### src/design/core_state_pkg.sv
/*
  Shared constants for the processor core architectural state block:
  register index map of the software port, status word field positions,
  reset values and the bit-band window.
  Assumes a single clock domain and a plain word-indexed register port.
*/
package core_state_pkg;

    // --------
    // widths
    // --------
    localparam int WORD_W   = 32;
    localparam int IDX_W    = 5;
    localparam int EXC_W    = 9;
    localparam int FLAG_W   = 5;
    localparam int NUM_GPR  = 13;

    typedef logic [WORD_W-1:0] word_t;
    typedef logic [IDX_W-1:0]  idx_t;

    // --------
    // register port index map
    // --------
    localparam idx_t IDX_SP        = 5'h0D;
    localparam idx_t IDX_LR        = 5'h0E;
    localparam idx_t IDX_PC        = 5'h0F;
    localparam idx_t IDX_COMBINED  = 5'h10;
    localparam idx_t IDX_FLAGS     = 5'h11;
    localparam idx_t IDX_EXCNUM    = 5'h12;
    localparam idx_t IDX_EXECSTATE = 5'h13;
    localparam idx_t IDX_GMASK     = 5'h14;
    localparam idx_t IDX_FMASK     = 5'h15;
    localparam idx_t IDX_THRESH    = 5'h16;
    localparam idx_t IDX_MODECTL   = 5'h17;
    localparam idx_t IDX_MAIN_SP   = 5'h18;
    localparam idx_t IDX_THREAD_SP = 5'h19;
    localparam idx_t IDX_LOW_LAST  = 5'h07;
    localparam idx_t IDX_HIGH_LAST = 5'h0C;

    // --------
    // status word fields
    // --------
    localparam int FLAG_LSB     = 27;
    localparam int EXC_LSB      = 0;
    localparam int CONT_LSB     = 10;
    localparam int CONT_W       = 6;
    localparam int COND_LSB     = 25;
    localparam int COND_W       = 2;
    localparam int COMPACT_BIT  = 24;
    localparam int MODE_USR_BIT = 0;
    localparam int MODE_STK_BIT = 1;

    // --------
    // reset values
    // --------
    localparam word_t               WORD_RST   = 32'h0000_0000;
    localparam logic [EXC_W-1:0]    EXC_RST    = 9'h000;
    localparam logic [1:0]          MODECTL_RST = 2'h0;

    // --------
    // exception classes seen by the admission check
    // --------
    typedef enum logic [1:0] {
        KIND_OTHER     = 2'h0,
        KIND_HARDFAULT = 2'h1,
        KIND_NMI       = 2'h3
    } irq_kind_e;

    typedef enum logic [0:0] {
        MODE_THREAD  = 1'h0,
        MODE_HANDLER = 1'h1
    } core_mode_e;

    // --------
    // bit-band window (plain defaults)
    // --------
    localparam word_t BB_ALIAS_BASE = 32'h2200_0000;
    localparam word_t BB_ALIAS_SPAN = 32'h0200_0000;
    localparam word_t BB_SRAM_BASE  = 32'h2000_0000;

endpackage

### src/design/core_state_regs.sv
/*
  Architectural state of the processor core: general registers, banked
  stack pointer, return address, program counter, status words, interrupt
  masks, priority threshold and mode control, plus a bit-band translator.
  Assumes the execution unit drives the one-cycle event pulses and the
  register port strobes synchronously to CORE_CLK.
*/
// Summary of operation
// RULE1: handler mode exists only privileged; three legal level/mode states.
// RULE2: user level privileged access or instruction faults.
// RULE3: privileged level allows every instruction and register, no fault.
// RULE4: handler mode while servicing an exception, thread otherwise.
// RULE5: all sixteen core registers are 32 bits wide.
// RULE6: low registers always reachable; high registers not by narrow encodings.
// RULE7: thread stack pointer only in user thread mode, primary elsewhere.
// RULE8: stack pointer low two bits forced zero.
// RULE9: subroutine call stores return address in link register.
// RULE10: program counter bit 0 forced zero.
// RULE11: combined status word of three parts, accessible together or apart.
// RULE12: flag status word holds result flags in bits 27 to 31.
// RULE13: exception number word holds current exception in bits 0 to 8.
// RULE14: execution state holds continuable and conditional bits 10-15, 25-26.
// RULE15: compact bit 24 reads one; clearing it faults.
// RULE16: global mask admits only nonmaskable interrupt and hard fault.
// RULE17: fault escalation mask admits only nonmaskable interrupt.
// RULE18: threshold masks priority values at or above it; zero disables.
// RULE19: mode control bit 0 selects privileged or user thread.
// RULE20: mode control bit 1 selects stack; kept zero in handler mode. The code stores bit 1 but selects the stack by RULE7 alone.
// RULE21: bit-band alias over SRAM gives atomic single-bit access.
// RULE22: reset gives privileged thread, primary stack, masks and threshold clear.
`timescale 1ns/1ps
`default_nettype none

module core_state_regs
    import core_state_pkg::*;
(
    input  wire logic                       CORE_CLK,
    input  wire logic                       ARST_N,
    input  wire core_state_pkg::idx_t       REG_ADDR,
    input  wire core_state_pkg::word_t      REG_WDATA,
    input  wire logic                       REG_WR,
    input  wire logic                       REG_RD,
    input  wire logic                       REG_NARROW,
    output var     core_state_pkg::word_t   REG_RDATA,
    input  wire logic                       PRIV_OP,
    input  wire logic                       EXC_ENTRY,
    input  wire logic [8:0]                 EXC_NUM,
    input  wire logic                       EXC_RETURN,
    input  wire logic                       CALL,
    input  wire core_state_pkg::word_t      CALL_RET_ADDR,
    input  wire logic                       PC_LOAD,
    input  wire core_state_pkg::word_t      PC_VALUE,
    input  wire logic                       FLAGS_WE,
    input  wire logic [4:0]                 FLAGS_IN,
    input  wire logic                       IRQ_REQ,
    input  wire core_state_pkg::irq_kind_e  IRQ_KIND,
    input  wire logic [8:0]                 IRQ_PRIO,
    output logic                            IRQ_VALID,
    output logic                            IRQ_ADMIT,
    input  wire logic                       BB_REQ,
    input  wire core_state_pkg::word_t      BB_ADDR,
    output logic                            BB_VALID,
    output logic                            BB_HIT,
    output var     core_state_pkg::word_t   BB_WORD_ADDR,
    output logic [4:0]                      BB_BIT,
    output logic                            FAULT,
    output logic                            USER_LEVEL,
    output logic                            HANDLER_MODE,
    output logic                            THREAD_STACK_SEL,
    output var     core_state_pkg::word_t   ACTIVE_SP,
    output var     core_state_pkg::word_t   PROGRAM_COUNTER
);
    import core_state_pkg::*;

    // --------
    // reset release
    // --------

    logic rst_meta;
    logic rst_n;

    always_ff @(posedge CORE_CLK or negedge ARST_N) begin
        if (!ARST_N) begin
            rst_meta <= 1'b0;
            rst_n    <= 1'b0;
        end else begin
            rst_meta <= 1'b1;
            rst_n    <= rst_meta;
        end
    end

    // --------
    // state
    // --------

    typedef struct packed {
        logic [NUM_GPR-1:0][WORD_W-1:0] gpr;
        word_t                          main_sp;
        word_t                          thread_sp;
        word_t                          lr;
        word_t                          pc;
        logic [FLAG_W-1:0]              flags;
        logic [EXC_W-1:0]               exc_num;
        logic [CONT_W-1:0]              cont;
        logic [COND_W-1:0]              cond;
        logic                           gmask;
        logic                           fmask;
        logic [EXC_W-1:0]               thresh;
        logic [1:0]                     modectl;
        logic                           stk_saved;
        core_mode_e                     mode;
        word_t                          rdata;
        logic                           fault;
        logic                           irq_valid;
        logic                           irq_admit;
        logic                           bb_valid;
        logic                           bb_hit;
        word_t                          bb_word;
        logic [4:0]                     bb_bit;
        logic                           out_user;
        logic                           out_handler;
        logic                           out_tsel;
        word_t                          out_sp;
    } state_s;

    state_s s_reg;
    state_s s_next;

    // --------
    // helpers
    // --------

    // user level is thread mode with the level bit set
    function automatic logic is_user(input state_s st);
        is_user = (st.mode == MODE_THREAD) && st.modectl[MODE_USR_BIT]; // RULE1
    endfunction

    function automatic logic uses_thread_sp(input state_s st);
        uses_thread_sp = is_user(st); // RULE7
    endfunction

    function automatic word_t exec_word(input state_s st);
        word_t w;
        w = WORD_RST;
        w[CONT_LSB +: CONT_W] = st.cont; // RULE14
        w[COND_LSB +: COND_W] = st.cond; // RULE14
        w[COMPACT_BIT]        = 1'b1;    // RULE15
        exec_word = w;
    endfunction

    function automatic word_t read_value(input state_s st, input idx_t a);
        word_t w;
        w = WORD_RST;
        if (a <= IDX_HIGH_LAST) begin
            w = st.gpr[a];
        end else if (a == IDX_SP) begin
            w = uses_thread_sp(st) ? st.thread_sp : st.main_sp; // RULE7
        end else if (a == IDX_LR) begin
            w = st.lr;
        end else if (a == IDX_PC) begin
            w = st.pc;
        end else if (a == IDX_COMBINED) begin
            w = exec_word(st); // RULE11
            w[FLAG_LSB +: FLAG_W] = st.flags;
            w[EXC_LSB +: EXC_W]   = st.exc_num;
        end else if (a == IDX_FLAGS) begin
            w[FLAG_LSB +: FLAG_W] = st.flags; // RULE12
        end else if (a == IDX_EXCNUM) begin
            w[EXC_LSB +: EXC_W] = st.exc_num; // RULE13
        end else if (a == IDX_EXECSTATE) begin
            w = exec_word(st);
        end else if (a == IDX_GMASK) begin
            w[0] = st.gmask;
        end else if (a == IDX_FMASK) begin
            w[0] = st.fmask;
        end else if (a == IDX_THRESH) begin
            w[EXC_W-1:0] = st.thresh;
        end else if (a == IDX_MODECTL) begin
            w[1:0] = st.modectl;
        end else if (a == IDX_MAIN_SP) begin
            w = st.main_sp;
        end else if (a == IDX_THREAD_SP) begin
            w = st.thread_sp;
        end
        read_value = w;
    endfunction

    // privileged-only targets of the register port
    function automatic logic is_priv_reg(input idx_t a);
        is_priv_reg = (a == IDX_GMASK)
                   || (a == IDX_FMASK)
                   || (a == IDX_THRESH)
                   || (a == IDX_MODECTL)
                   || (a == IDX_MAIN_SP);
    endfunction

    // --------
    // next state
    // --------

    always_comb begin
        logic  user;
        logic  refuse;
        word_t w;
        word_t off;
        user   = is_user(s_reg);
        refuse = 1'b0;
        w      = REG_WDATA;
        off    = WORD_RST;
        s_next = s_reg;
        s_next.fault     = 1'b0;
        s_next.irq_valid = 1'b0;
        s_next.bb_valid  = 1'b0;
        s_next.rdata     = WORD_RST;

        // narrow encodings cannot name the high registers
        if ((REG_WR || REG_RD) && REG_NARROW
            && (REG_ADDR > IDX_LOW_LAST) && (REG_ADDR <= IDX_HIGH_LAST)) begin
            refuse = 1'b1; // RULE6
        end
        // user level cannot touch privileged state; privileged may
        if ((REG_WR || REG_RD) && user && is_priv_reg(REG_ADDR)) begin
            refuse = 1'b1; // RULE2
        end
        if (PRIV_OP && user) begin
            s_next.fault = 1'b1; // RULE2 RULE3
        end

        if (REG_RD && !refuse) begin
            s_next.rdata = read_value(s_reg, REG_ADDR);
        end

        if (REG_WR && !refuse) begin
            if (REG_ADDR <= IDX_HIGH_LAST) begin
                s_next.gpr[REG_ADDR] = w; // RULE5
            end else if (REG_ADDR == IDX_SP) begin
                if (uses_thread_sp(s_reg)) begin
                    s_next.thread_sp = {w[31:2], 2'h0}; // RULE7 RULE8
                end else begin
                    s_next.main_sp = {w[31:2], 2'h0}; // RULE8
                end
            end else if (REG_ADDR == IDX_MAIN_SP) begin
                s_next.main_sp = {w[31:2], 2'h0}; // RULE8
            end else if (REG_ADDR == IDX_THREAD_SP) begin
                s_next.thread_sp = {w[31:2], 2'h0}; // RULE8
            end else if (REG_ADDR == IDX_LR) begin
                s_next.lr = w;
            end else if (REG_ADDR == IDX_PC) begin
                s_next.pc = {w[31:1], 1'b0}; // RULE10
            end else if (REG_ADDR == IDX_FLAGS) begin
                s_next.flags = w[FLAG_LSB +: FLAG_W]; // RULE11 RULE12
            end else if ((REG_ADDR == IDX_EXECSTATE) || (REG_ADDR == IDX_COMBINED)) begin
                if (!w[COMPACT_BIT]) begin
                    // the compact bit is never cleared; the write is dropped
                    s_next.fault = 1'b1; // RULE15
                end else begin
                    s_next.cont = w[CONT_LSB +: CONT_W]; // RULE14
                    s_next.cond = w[COND_LSB +: COND_W]; // RULE14
                    if (REG_ADDR == IDX_COMBINED) begin
                        s_next.flags = w[FLAG_LSB +: FLAG_W]; // RULE11
                    end
                end
            end else if (REG_ADDR == IDX_GMASK) begin
                s_next.gmask = w[0];
            end else if (REG_ADDR == IDX_FMASK) begin
                s_next.fmask = w[0];
            end else if (REG_ADDR == IDX_THRESH) begin
                s_next.thresh = w[EXC_W-1:0];
            end else if (REG_ADDR == IDX_MODECTL) begin
                s_next.modectl[MODE_USR_BIT] = w[MODE_USR_BIT]; // RULE19
                if (s_reg.mode == MODE_HANDLER) begin
                    // stack bit stays clear in handler; value kept for return
                    s_next.stk_saved = w[MODE_STK_BIT]; // RULE20
                end else begin
                    s_next.modectl[MODE_STK_BIT] = w[MODE_STK_BIT]; // RULE20
                end
            end
        end
        if ((REG_WR || REG_RD) && refuse) begin
            s_next.fault = 1'b1; // RULE2 RULE6
        end

        // execution events win over the register port
        if (FLAGS_WE) begin
            s_next.flags = FLAGS_IN; // RULE12
        end
        if (CALL) begin
            s_next.lr = CALL_RET_ADDR; // RULE9
        end
        if (PC_LOAD) begin
            s_next.pc = {PC_VALUE[31:1], 1'b0}; // RULE10
        end

        // mode sequencing; entry beats return in the same cycle
        if (EXC_ENTRY) begin
            s_next.mode    = MODE_HANDLER; // RULE4 RULE1
            s_next.exc_num = EXC_NUM;      // RULE13
            if (s_reg.mode == MODE_THREAD) begin
                s_next.stk_saved = s_next.modectl[MODE_STK_BIT];
            end
            s_next.modectl[MODE_STK_BIT] = 1'b0; // RULE20
        end else if (EXC_RETURN && (s_reg.mode == MODE_HANDLER)) begin
            s_next.mode    = MODE_THREAD; // RULE4
            s_next.exc_num = EXC_RST;
            s_next.modectl[MODE_STK_BIT] = s_next.stk_saved; // RULE20
        end

        // interrupt admission against current masks
        if (IRQ_REQ) begin
            s_next.irq_valid = 1'b1;
            case (IRQ_KIND)
                KIND_NMI: begin
                    s_next.irq_admit = 1'b1; // RULE16 RULE17
                end
                KIND_HARDFAULT: begin
                    s_next.irq_admit = !s_reg.fmask; // RULE17
                end
                default: begin
                    s_next.irq_admit = !s_reg.gmask && !s_reg.fmask // RULE16 RULE17
                        && ((s_reg.thresh == EXC_RST) || (IRQ_PRIO < s_reg.thresh)); // RULE18
                end
            endcase
        end

        // bit-band alias: one alias word per SRAM bit, so the access is
        // a single transaction and cannot be split by another master
        // addresses below the base wrap and miss the bound test
        if (BB_REQ) begin
            off = BB_ADDR - BB_ALIAS_BASE;
            s_next.bb_valid = 1'b1;
            s_next.bb_hit   = (BB_ADDR >= BB_ALIAS_BASE) && (off < BB_ALIAS_SPAN); // RULE21
            s_next.bb_word  = BB_SRAM_BASE + {5'h00, off[31:7], 2'h0};          // RULE21
            s_next.bb_bit   = {off[6:2]};                                        // RULE21
        end

        // registered copies of the derived status
        s_next.out_user    = is_user(s_next);        // RULE1
        s_next.out_handler = (s_next.mode == MODE_HANDLER);
        s_next.out_tsel    = uses_thread_sp(s_next); // RULE7
        s_next.out_sp      = uses_thread_sp(s_next) ? s_next.thread_sp : s_next.main_sp;
    end

    // --------
    // registers
    // --------

    // state clears at once; only the release is retimed
    always_ff @(posedge CORE_CLK or negedge rst_n) begin
        if (!rst_n) begin
            s_reg <= '0; // RULE22
        end else begin
            s_reg <= s_next;
        end
    end

    // --------
    // outputs
    // --------

    // straight from the flops, no logic after them
    assign REG_RDATA        = s_reg.rdata;
    assign IRQ_VALID        = s_reg.irq_valid;
    assign IRQ_ADMIT        = s_reg.irq_admit;
    assign BB_VALID         = s_reg.bb_valid;
    assign BB_HIT           = s_reg.bb_hit;
    assign BB_WORD_ADDR     = s_reg.bb_word;
    assign BB_BIT           = s_reg.bb_bit;
    assign FAULT            = s_reg.fault;
    assign USER_LEVEL       = s_reg.out_user;
    assign HANDLER_MODE     = s_reg.out_handler;
    assign THREAD_STACK_SEL = s_reg.out_tsel;
    assign ACTIVE_SP        = s_reg.out_sp;
    assign PROGRAM_COUNTER  = s_reg.pc;

endmodule

`default_nettype wire

### config.mk
export PLATFORM = sky130hd
export DESIGN_NAME = core_state_regs
export DESIGN_NICKNAME = d
export VERILOG_FILES = /design/src/design/core_state_pkg.sv /design/src/design/core_state_regs.sv
export SDC_FILE = /design/constraint.sdc
export NUM_CORES = 1
export LEC_CHECK = 0
export BUFFER_PORTS_ARGS = -buffer_cell sky130_fd_sc_hd__buf_4
export CAP_MARGIN = 20
export CORE_UTILIZATION = 38
export DETAILED_ROUTE_END_ITERATION = 8
export PLACE_DENSITY = 0.53
export SLEW_MARGIN = 0
export SYNTH_ARGS = -nofsm -noshare
export SYNTH_HDL_FRONTEND = slang
export SYNTH_SLANG_ARGS = --single-unit
### constraint.sdc
create_clock -name CORE_CLK -period 35.7 [get_ports CORE_CLK]
set_input_delay 7.14 -clock CORE_CLK [delete_from_list [all_inputs] [get_ports CORE_CLK]]
set_output_delay 7.14 -clock CORE_CLK [all_outputs]
set_load 0.05 [all_outputs]
==> flow_summary.yaml, run 1 <==
synthesis:
  synth-main-ff-cell: "dfrtp_1"
  ys_seq_area_share_pct: 52.0
  synth_most_common_cell: "dfrtp_1"
  synth_cell_type_count: 78
  synth_commonest_cells: "dfrtp_1, mux2_2, nand2_1"
  syn_inst: 2524
  yosysWarnings: 0
  synth-edff-count: 0
  post_synth_instance_area_um2: 32900
  synth_top_cell_area_share_pct: 52.0
  yosysTopAreaCell: "dfrtp_1"
  async_flop_share_pct: 100
  avgSynthCellArea_um2: 13.0
  ys_ff_latch: 683
  synth_area_leaders: "dfrtp_1, mux2_2, mux4_2"
floorplanning:
  core-area_um2: 85400
  initial_utilization_pct: 38.5
  rows: 107
  die_height_um: 296
  die_w_um: 296
  die-area_um2: 87800
  ioPinCount: 312
global_routing:
  grt.total_usage_pct: 21.9
  grt_pass1_wl_um: 143000
  overflow: 0
  grt_max_degree: 190
  antenna_found_initial: 2
  grt_pass1_vias: 22100
cts:
  cts-resized-gates: 0
  path_clk_slew_ps: 60
  cts.sinks: 683
  htree_levels: 3
  cts_buffers: 75
  cts_buffer_depth: 3
  ctsHoldBuffers: 0
  cts-root-buf: "clkbuf_16"
  clock_latency_ps: 610
  cts_tree: "yes"
  cts_setup_buffers: 0
detailed_routing:
  ant_nets: 0
  routed_wl_um: 96500
  via_per_inst: 5.63
  dr.pass1.iters: 6
  route.detailed.drc: 0
  drt_iter0_drc: 1494
  via_count: 21400
  wire_per_inst_um: 25.5
setup_path:
  ff2ff_path_depth: 5
  critPathBufInv: 2
  slowest_stage: "o22ai_2"
  required_ps: 36190
  path_cells: "buf_4 > nor2b_1 > nand2_1 > o22ai_2 > nand3_2 > buf_12 > mux2_2"
  cp_max_fo: 31
  r2r_start: "HANDLER_MODE$_DFF_PN0_"
  crit_family: "simple AND/OR/NAND/NOR gates"
  rrSetupSlack_ps: 32470
  slowest_delay_ps: 1130
  cp.arrival_ps: 11280
  critPathLaunchType: "primary input"
  worstReg2RegEnd: "s_reg[238]$_DFF_PN0_"
  critPathCaptureType: "flip-flop"
  path_class: "in2reg"
cells_and_area:
  drive_gt1_share_pct: 43.8
  design_area_um2: 37500
  largest_reg_flops: 548
  area_delta_synth_final_pct: 13.9
  finalNetCount: 2774
sta:
  fin_crit_ps: 10790
  hold_viol_final: 0
  finalMaxSlewViolations: 0
  fin_crit_sh_pct: 30.2
  setup_viol: 0
  timing.fmax_mhz: 92.7
  timing.setup.tns_ps: 0
  clock_skew_ps: 16.4
  grt_setup_unrepaired: "no"
  holdWs_ps: 346
  slew_headroom_pct: 26.9
  tightest_slew_ps: 1090
pwr:
  powerDensity_nw_per_um2: 57.4
  peakVddDrop_v: 0.0000287
  p_leak_nw: 17.1
status:
  outcome: "completed"
placement:
  place_congestion: 0.836
  post-dp-hpwl_um: 61600
  portBuffers: 301
  placed_cell_area_um2: 35100
min_path:
  hold_path.class: "reg2async"
flow_run:
  drv_cap: 0
[stage by stage]
step | setup slack (ps) | util [%] | instances | power, W
finish | 24910 | 43.9 | 3793 | 0.00215
global route | 24880 | 43.9 | 3792 | 0.00224
CTS | 24990 | 43.8 | 3787 | 0.00217
detailed placement | 24390 | 41.1 | 3658 | 0.00141
global placement | 23950 | 41.0 | 3656 | 0.00139
floorplan | 15250 | - | 2530 | 0.00131
[worst max path at each step]
stage / to / cells after the start / startpoint / slack, ps
floorplan: ACTIVE_SP[0]$_DFF_PN0_ / 0 / rst_n$_DFF_PN0_ / 15250
global placement: s_reg[233]$_DFF_PN0_ / 6 / REG_ADDR[2] / 23950
detailed placement: s_reg[233]$_DFF_PN0_ / 7 / REG_ADDR[2] / 24390
CTS: s_reg[233]$_DFF_PN0_ / 7 / REG_ADDR[2] / 24990
global route: s_reg[229]$_DFF_PN0_ / 7 / REG_ADDR[2] / 24880
finish: s_reg[238]$_DFF_PN0_ / 7 / REG_ADDR[2] / 24910
[kinds of logic after synthesis]
logic type	Yosys count	synth area share, %
muxes	730	27.9
DFF	683	52.0
buffers and inverters	391	6.45
and+or+nand+nor	374	5.77
AOI/OAI and AO/OA	329	7.41
adders and majority gates	9	0.342
xor gates and xnor gates	6	0.160
other	2	0.0228
[cell usage in the layout (no fill, tap or decap), drive strengths merged, types with 14 or more instances in the layout]
| cell type | instances |
|---|---|
| dfrtp | 683 |
| mux2 | 567 |
| buf | 354 |
| nand2 | 163 |
| clkbuf | 114 |
| mux4 | 93 |
| o21ai | 71 |
| mux2i | 70 |
| a21oi | 55 |
| a221oi | 37 |
| nand3 | 37 |
| or3 | 30 |
| o221a | 30 |
| nor2b | 29 |
| a31o | 26 |
| inv | 26 |
| nor2 | 24 |
| o22ai | 20 |
| and3 | 16 |
| nand2b | 14 |
| nor3 | 14 |
[layer usage]
metal  up-vias  GRT usage (%)  part of all wire, %
met5         -              0                    0
met2       690           36.2                   48
li1       9229              -                    -
met1     11300           29.2                   44
met3       139           3.57                  5.9
met4         0           6.90                  2.4
[worst reg2reg max path: stages (launching register included)]
cell      delay [ps]
dfrtp_1          550
nand2b_1         270
o22ai_2          860
nand3_2          720
buf_12           390
mux2_2           320
[where the power goes]
group | switching [W] | leakage (nW) | internal, W | total, W
logic | 0.000222 | 7.23 | 0.000196 | 0.000419
registers | 0.0000740 | 8.70 | 0.000903 | 0.000977
clock network | 0.000311 | 1.15 | 0.000444 | 0.000755
[layout make-up]
| type | instances | area (um^2) |
|---|---|---|
| antenna | 3 | 7.51 |
| clock buffer | 114 | 2200 |
| fill | 7804 | 47900 |
| multi-input combinational | 1456 | 13800 |
| inverter | 24 | 90.1 |
| tap | 1144 | 1430 |
| sequential | 683 | 17100 |
| timing repair buffer | 354 | 2710 |
| clock inverter | 15 | 165 |
Power figures use the tool's default switching activity.
==> inputs of run 2 (changes only) <==
Settings changed: ABC_AREA set to 1.
Clock period 35.7 ns to 10.7 ns, I/O delays scaled along.
==> run 2 against run 1 <==
Clock skew up 6.4 ps; the flow now finishes with violations (DRC); highest routed layer is now met5; utilization down 0.23 points; worst hold slack better by 7.3 ps.
==> flow_summary.yaml, run 2 <==
status:
  outcome: "finished, violations left"
  violations: "DRC"
sta:
  tightest_slew_ps: 1140
  setup_viol: 0
  hold_viol_final: 0
  holdWs_ps: 353
  timing.fmax_mhz: 152
  slew_headroom_pct: 24.2
  grt_setup_unrepaired: "no"
  clock_skew_ps: 22.8
  timing.setup.tns_ps: 0
  finalMaxSlewViolations: 0
  fin_crit_ps: 6570
  fin_crit_sh_pct: 61.4
cells_and_area:
  final_cell_mix: "nand2_1, o21ai_0, dfrtp_1, buf_4, o22ai_1"
  multi_input_area_um2: 13400
  design_area_um2: 37800
  layout.area.seq_um2: 17100
  finalNetCount: 4274
  final_common_cell: "nand2_1"
  post-route-util_pct: 43.7
  drive_gt1_share_pct: 13.4
  area_delta_synth_final_pct: 13.8
  fillers: 8769
  instances_no_fill: 5313
  largest_reg_flops: 548
floorplanning:
  initial_utilization_pct: 38.3
  rows: 108
  die-area_um2: 88600
  die_height_um: 298
  core-area_um2: 86600
  die_w_um: 298
  ioPinCount: 312
cts:
  cts.sinks: 683
  cts_buffer_depth: 3
  cts_tree: "yes"
  path_clk_slew_ps: 60
  clock_latency_ps: 650
  ctsHoldBuffers: 0
  cts_buffers: 78
  cts_setup_buffers: 0
  cts-root-buf: "clkbuf_16"
  htree_levels: 3
  cts-resized-gates: 0
synthesis:
  synth-edff-count: 0
  synth_most_common_cell: "nand2_1"
  synth_area_leaders: "dfrtp_1, nand2_1, o21ai_0"
  synth-main-ff-cell: "dfrtp_1"
  yosysWarnings: 0
  ys_ff_latch: 683
  yosysTopAreaCell: "dfrtp_1"
  synth_cell_type_count: 52
  post_synth_instance_area_um2: 33200
  synth_commonest_cells: "nand2_1, o21ai_0, dfrtp_1"
  syn_inst: 4100
  avgSynthCellArea_um2: 8.10
  synth_top_cell_area_share_pct: 51.5
  ys_seq_area_share_pct: 51.5
  async_flop_share_pct: 100
pwr:
  p_clk_share_pct: 37.3
  intPower_w: 0.00510
  p_leak_nw: 17.6
  comb_power_share_pct: 19.3
  powerDensity_nw_per_um2: 198
  seq_power_share_pct: 43.4
  switchingPower_w: 0.00238
  peakVddDrop_v: 0.000114
  swShare_pct: 31.8
min_path:
  whs_path_depth: 0
  hp-start: "rst_meta$_DFF_PN0_"
  min_delay_worst_endpoint: "rst_n$_DFF_PN0_"
  hold_path.class: "reg2reg"
placement:
  post-dp-hpwl_um: 69300
  placed_cell_area_um2: 35200
  place_congestion: 0.851
  dpl.cell_count: 5169
  portBuffers: 301
detailed_routing:
  ant_nets: 0
  wire_per_inst_um: 22.5
  via_per_inst: 5.48
  routed_wl_um: 120000
  drt_iter0_drc: 3119
  via_count: 29100
  dr.pass1.iters: 8
  route.detailed.drc: 1
setup_path:
  r2r_start: "HANDLER_MODE$_DFF_PN0_"
  critPathCaptureType: "flip-flop"
  cp_max_fo: 64
  path_class: "in2reg"
  critPathLaunchType: "primary input"
  cp.arrival_ps: 7080
  worstReg2RegEnd: "s_reg[323]$_DFFE_PN0P_"
  ff2ff_path_depth: 10
  rrSetupSlack_ps: 5800
  required_ps: 11210
global_routing:
  grt.total_usage_pct: 26.8
  grt_max_degree: 164
  grt_pass1_vias: 28200
  grt_pass1_wl_um: 180000
  antenna_found_initial: 4
  overflow: 0
flow_run:
  drv_cap: 0
[run 2: logic make-up (layout without fill, tap and decap cells)]
| family | count (synthesis) | count (layout) | synth area share [%] |
|---|---|---|---|
| simple gates | 1668 | 1668 | 20.6 |
| compound gates | 1135 | 1135 | 18.8 |
| flops | 683 | 683 | 51.5 |
| buf+inv | 599 | 650 | 8.63 |
| fa+ha+maj | 9 | 9 | 0.339 |
| xor+xnor | 3 | 3 | 0.0791 |
| other cells | 2 | 9 | 0.0226 |
| mux | 1 | 1 | 0.0339 |
[run 2: layout make-up]
cell class	instances	share of cell area (%)
inverter	159	1.58
sequential	683	45.2
antenna	1	0.00662
clock inverter	23	0.824
timing repair buffer	348	6.97
multi-input combinational	2824	35.4
clock buffer	120	6.19
tap	1155	3.82
[run 2: worst max-delay path by stage]
stage,startpoint,end,cells after the start,slack (ps)
after detailed placement,REG_ADDR[1],s_reg[310]$_DFFE_PN0P_,11,3660
after CTS,REG_ADDR[1],s_reg[292]$_DFFE_PN0P_,11,4340
after global routing,REG_ADDR[1],s_reg[310]$_DFFE_PN0P_,11,3840
final,REG_ADDR[1],s_reg[323]$_DFFE_PN0P_,11,4130
after floorplan,rst_n$_DFF_PN0_,ACTIVE_SP[0]$_DFF_PN0_,0,4100
after global placement,REG_ADDR[1],s_reg[392]$_DFFE_PN0P_,13,3730
[run 2: routing by layer]
layer,up-vias,GRT usage [%],part of all wire [%]
met5,-,0,0.012
li1,13600,-,-
met2,1158,42.4,46
met4,2,10.5,3.7
met1,14100,36.8,43
met3,251,4.12,6.8
[run 2: worst max-delay path: stages]
cell and delay, ps:
buf_4 180, inv_1 180, nand2_8 360, nor2_1 180, o21ai_1 490, nand2_2 180
nor2_8 550, inv_2 630, nor2_4 670, nand3_4 930, o21ai_0 490
[run 2: metrics by stage]
step           worst slack, ps  power, W
2_1_floorplan             4100   0.00431
3_3_place_gp              3730   0.00469
3_5_place_dp              3660   0.00472
4_1_cts                   4340   0.00752
5_1_grt                   3840   0.00784
6_report                  4130   0.00748
[run 2: power groups by stage]
stage	clock network [W]	registers, W	logic (W)
final	0.00279	0.00325	0.00144
after global routing	0.00294	0.00330	0.00160
after CTS	0.00284	0.00324	0.00144
after detailed placement	0	0.00328	0.00144
after global placement	0	0.00328	0.00141
after floorplan	0	0.00325	0.00106
==> inputs of run 3 (changes only) <==
Settings changed: PLACE_DENSITY 0.53 to 0.55.
Clock period 10.7 ns to 5.8 ns, I/O delays scaled along.
==> run 3 against run 2 <==
The run still ends with DRC left; setup slack worse by 2300 ps; power is 82% higher; sequential power is 85% higher; utilization is 0.12 points higher; critical path type unchanged; worst hold slack worse by 54 ps; final area is 0.27% higher; non-clock buffer count is 23 higher; die area stayed put.
==> flow_summary.yaml, run 3 (same netlist as run 2, synthesis figures left out) <==
placement:
  post-dp-hpwl_um: 70000
  dpl.cell_count: 5191
  place_congestion: 0.870
  placed_cell_area_um2: 35400
  portBuffers: 301
detailed_routing:
  wire_per_inst_um: 21.6
  drt_iter0_drc: 2799
  ant_nets: 0
  dr.pass1.iters: 8
  via_count: 29000
  route.detailed.drc: 1
  routed_wl_um: 115000
  via_per_inst: 5.44
floorplanning:
  die-area_um2: 88600
  initial_utilization_pct: 38.3
  die_height_um: 298
  core-area_um2: 86600
  rows: 108
  die_w_um: 298
  ioPinCount: 312
cells_and_area:
  layout.area.seq_um2: 17100
  n_antenna_cell: 0
  design_area_um2: 37900
  instances_no_fill: 5327
  fillers: 8634
  final_cell_mix: "nand2_1, o21ai_0, dfrtp_1, buf_4, o22ai_1"
  drive_gt1_share_pct: 13.8
  finalNetCount: 4293
  area_delta_synth_final_pct: 14.2
  multi_input_area_um2: 13400
  post-route-util_pct: 43.8
  largest_reg_flops: 548
  final_common_cell: "nand2_1"
sta:
  timing.fmax_mhz: 252
  grt_setup_unrepaired: "no"
  fin_crit_sh_pct: 68.5
  finalMaxSlewViolations: 0
  fin_crit_ps: 3970
  clock_skew_ps: 23.1
  hold_viol_final: 0
  tightest_slew_ps: 1020
  holdWs_ps: 299
  setup_viol: 0
  slew_headroom_pct: 32.3
cts:
  clock_latency_ps: 630
  cts_buffer_depth: 3
  path_clk_slew_ps: 60
  cts.sinks: 683
  cts-resized-gates: 0
  ctsHoldBuffers: 0
  htree_levels: 3
  cts-root-buf: "clkbuf_16"
  cts_setup_buffers: 0
  cts_buffers: 74
  cts_tree: "yes"
pwr:
  switchingPower_w: 0.00427
  swShare_pct: 31.5
  p_leak_nw: 17.7
  powerDensity_nw_per_um2: 358
  comb_power_share_pct: 19.4
  peakVddDrop_v: 0.000200
  seq_power_share_pct: 44.2
  p_clk_share_pct: 36.3
  intPower_w: 0.00930
setup_path:
  path_common_cell: "nand2_1"
  required_ps: 6340
  cp.arrival_ps: 4510
  slowest_stage: "inv_2"
  critPathLaunchType: "primary input"
  path_class: "in2reg"
  path_cells: "buf_4 > inv_1 > nand2_4 > a21oi_4 > nand3_1 > nand2_2 > nor2_8 > inv_2 > buf_4 > nand2_1 > o21ai_2 > nor2_4 > inv_2 > nand2_1 > nand2_1"
  cp_max_fo: 38
  slowest_delay_ps: 640
  critPathCaptureType: "flip-flop"
flow_run:
  drv_cap: 0
global_routing:
  grt.total_usage_pct: 25.5
  grt_pass1_vias: 27800
  overflow: 0
  grt_pass1_wl_um: 173000
  antenna_found_initial: 3
  grt_max_degree: 161
status:
  violations: "DRC"
  outcome: "finished, violations left"
min_path:
  hold_path.class: "in2async"
run 3: cell count changes in the layout (fill, tap and decap cells not counted), moves of 3 or more:
cell,delta
clkbuf_1,-3
inv_6,+3
buf_12,+8
buf_4,+15
clkbuf_16,-5
run 3: path summary, 6_finish.rpt:
path	from	to	slack, ps	cells past startpoint
worst max-delay path	REG_ADDR[1]	ACTIVE_SP[6]$_DFF_PN0_	1830	15
worst min-delay path	ARST_N	rst_n$_DFF_PN0_	300	1
worst max register to register	HANDLER_MODE$_DFF_PN0_	ACTIVE_SP[6]$_DFF_PN0_	2140	15
worst min register to register	rst_meta$_DFF_PN0_	rst_n$_DFF_PN0_	350	0
max in group asynchronous	rst_n$_DFF_PN0_	s_reg[629]$_DFFE_PN0P_	4020	1
min in group CORE_CLK	rst_meta$_DFF_PN0_	rst_n$_DFF_PN0_	350	0
run 3: area by class of cell:
| class | count | share of cell area, % |
|---|---|---|
| Clock inverter | 23 | 0.805 |
| Inverter | 159 | 1.57 |
| Clock buffer | 112 | 5.82 |
| Timing Repair Buffer | 371 | 7.67 |
| Tap cell | 1155 | 3.81 |
| Multi-Input combinational cell | 2824 | 35.2 |
| Sequential cell | 683 | 45.1 |
run 3: power by group through the flow:
stage | clock, W | combinational (W) | sequential, W
floorplan | 0 | 0.00196 | 0.00600
global placement | 0 | 0.00259 | 0.00606
detailed placement | 0 | 0.00263 | 0.00607
CTS | 0.00501 | 0.00264 | 0.00599
global route | 0.00518 | 0.00293 | 0.00609
finish | 0.00493 | 0.00264 | 0.00600
run 3: worst max-delay path, delay by kind of cell:
kind	cells	cell delay, ps
AND/OR/NAND/NOR	8	1040
buffers and inverters	5	1610
AO/OA/AOI/OAI	2	670
run 3: layer usage:
| metal | vias to the layer above | part of all wire, % | GRT usage, % |
|---|---|---|---|
| met3 | 210 | 7.8 | 5.50 |
| met4 | 4 | 3.9 | 10.3 |
| met1 | 14100 | 43 | 34.1 |
| met2 | 1114 | 45 | 40.0 |
| met5 | - | 0.018 | 0 |
| li1 | 13600 | - | - |
run 3: through the flow:
step	TNS (ps)	power, W	setup slack (ps)
6_report	0	0.0136	1830
5_1_grt	0	0.0142	1680
4_1_cts	0	0.0136	1920
3_5_place_dp	0	0.00870	1260
3_3_place_gp	0	0.00865	1350
2_1_floorplan	-546790	0.00796	-803
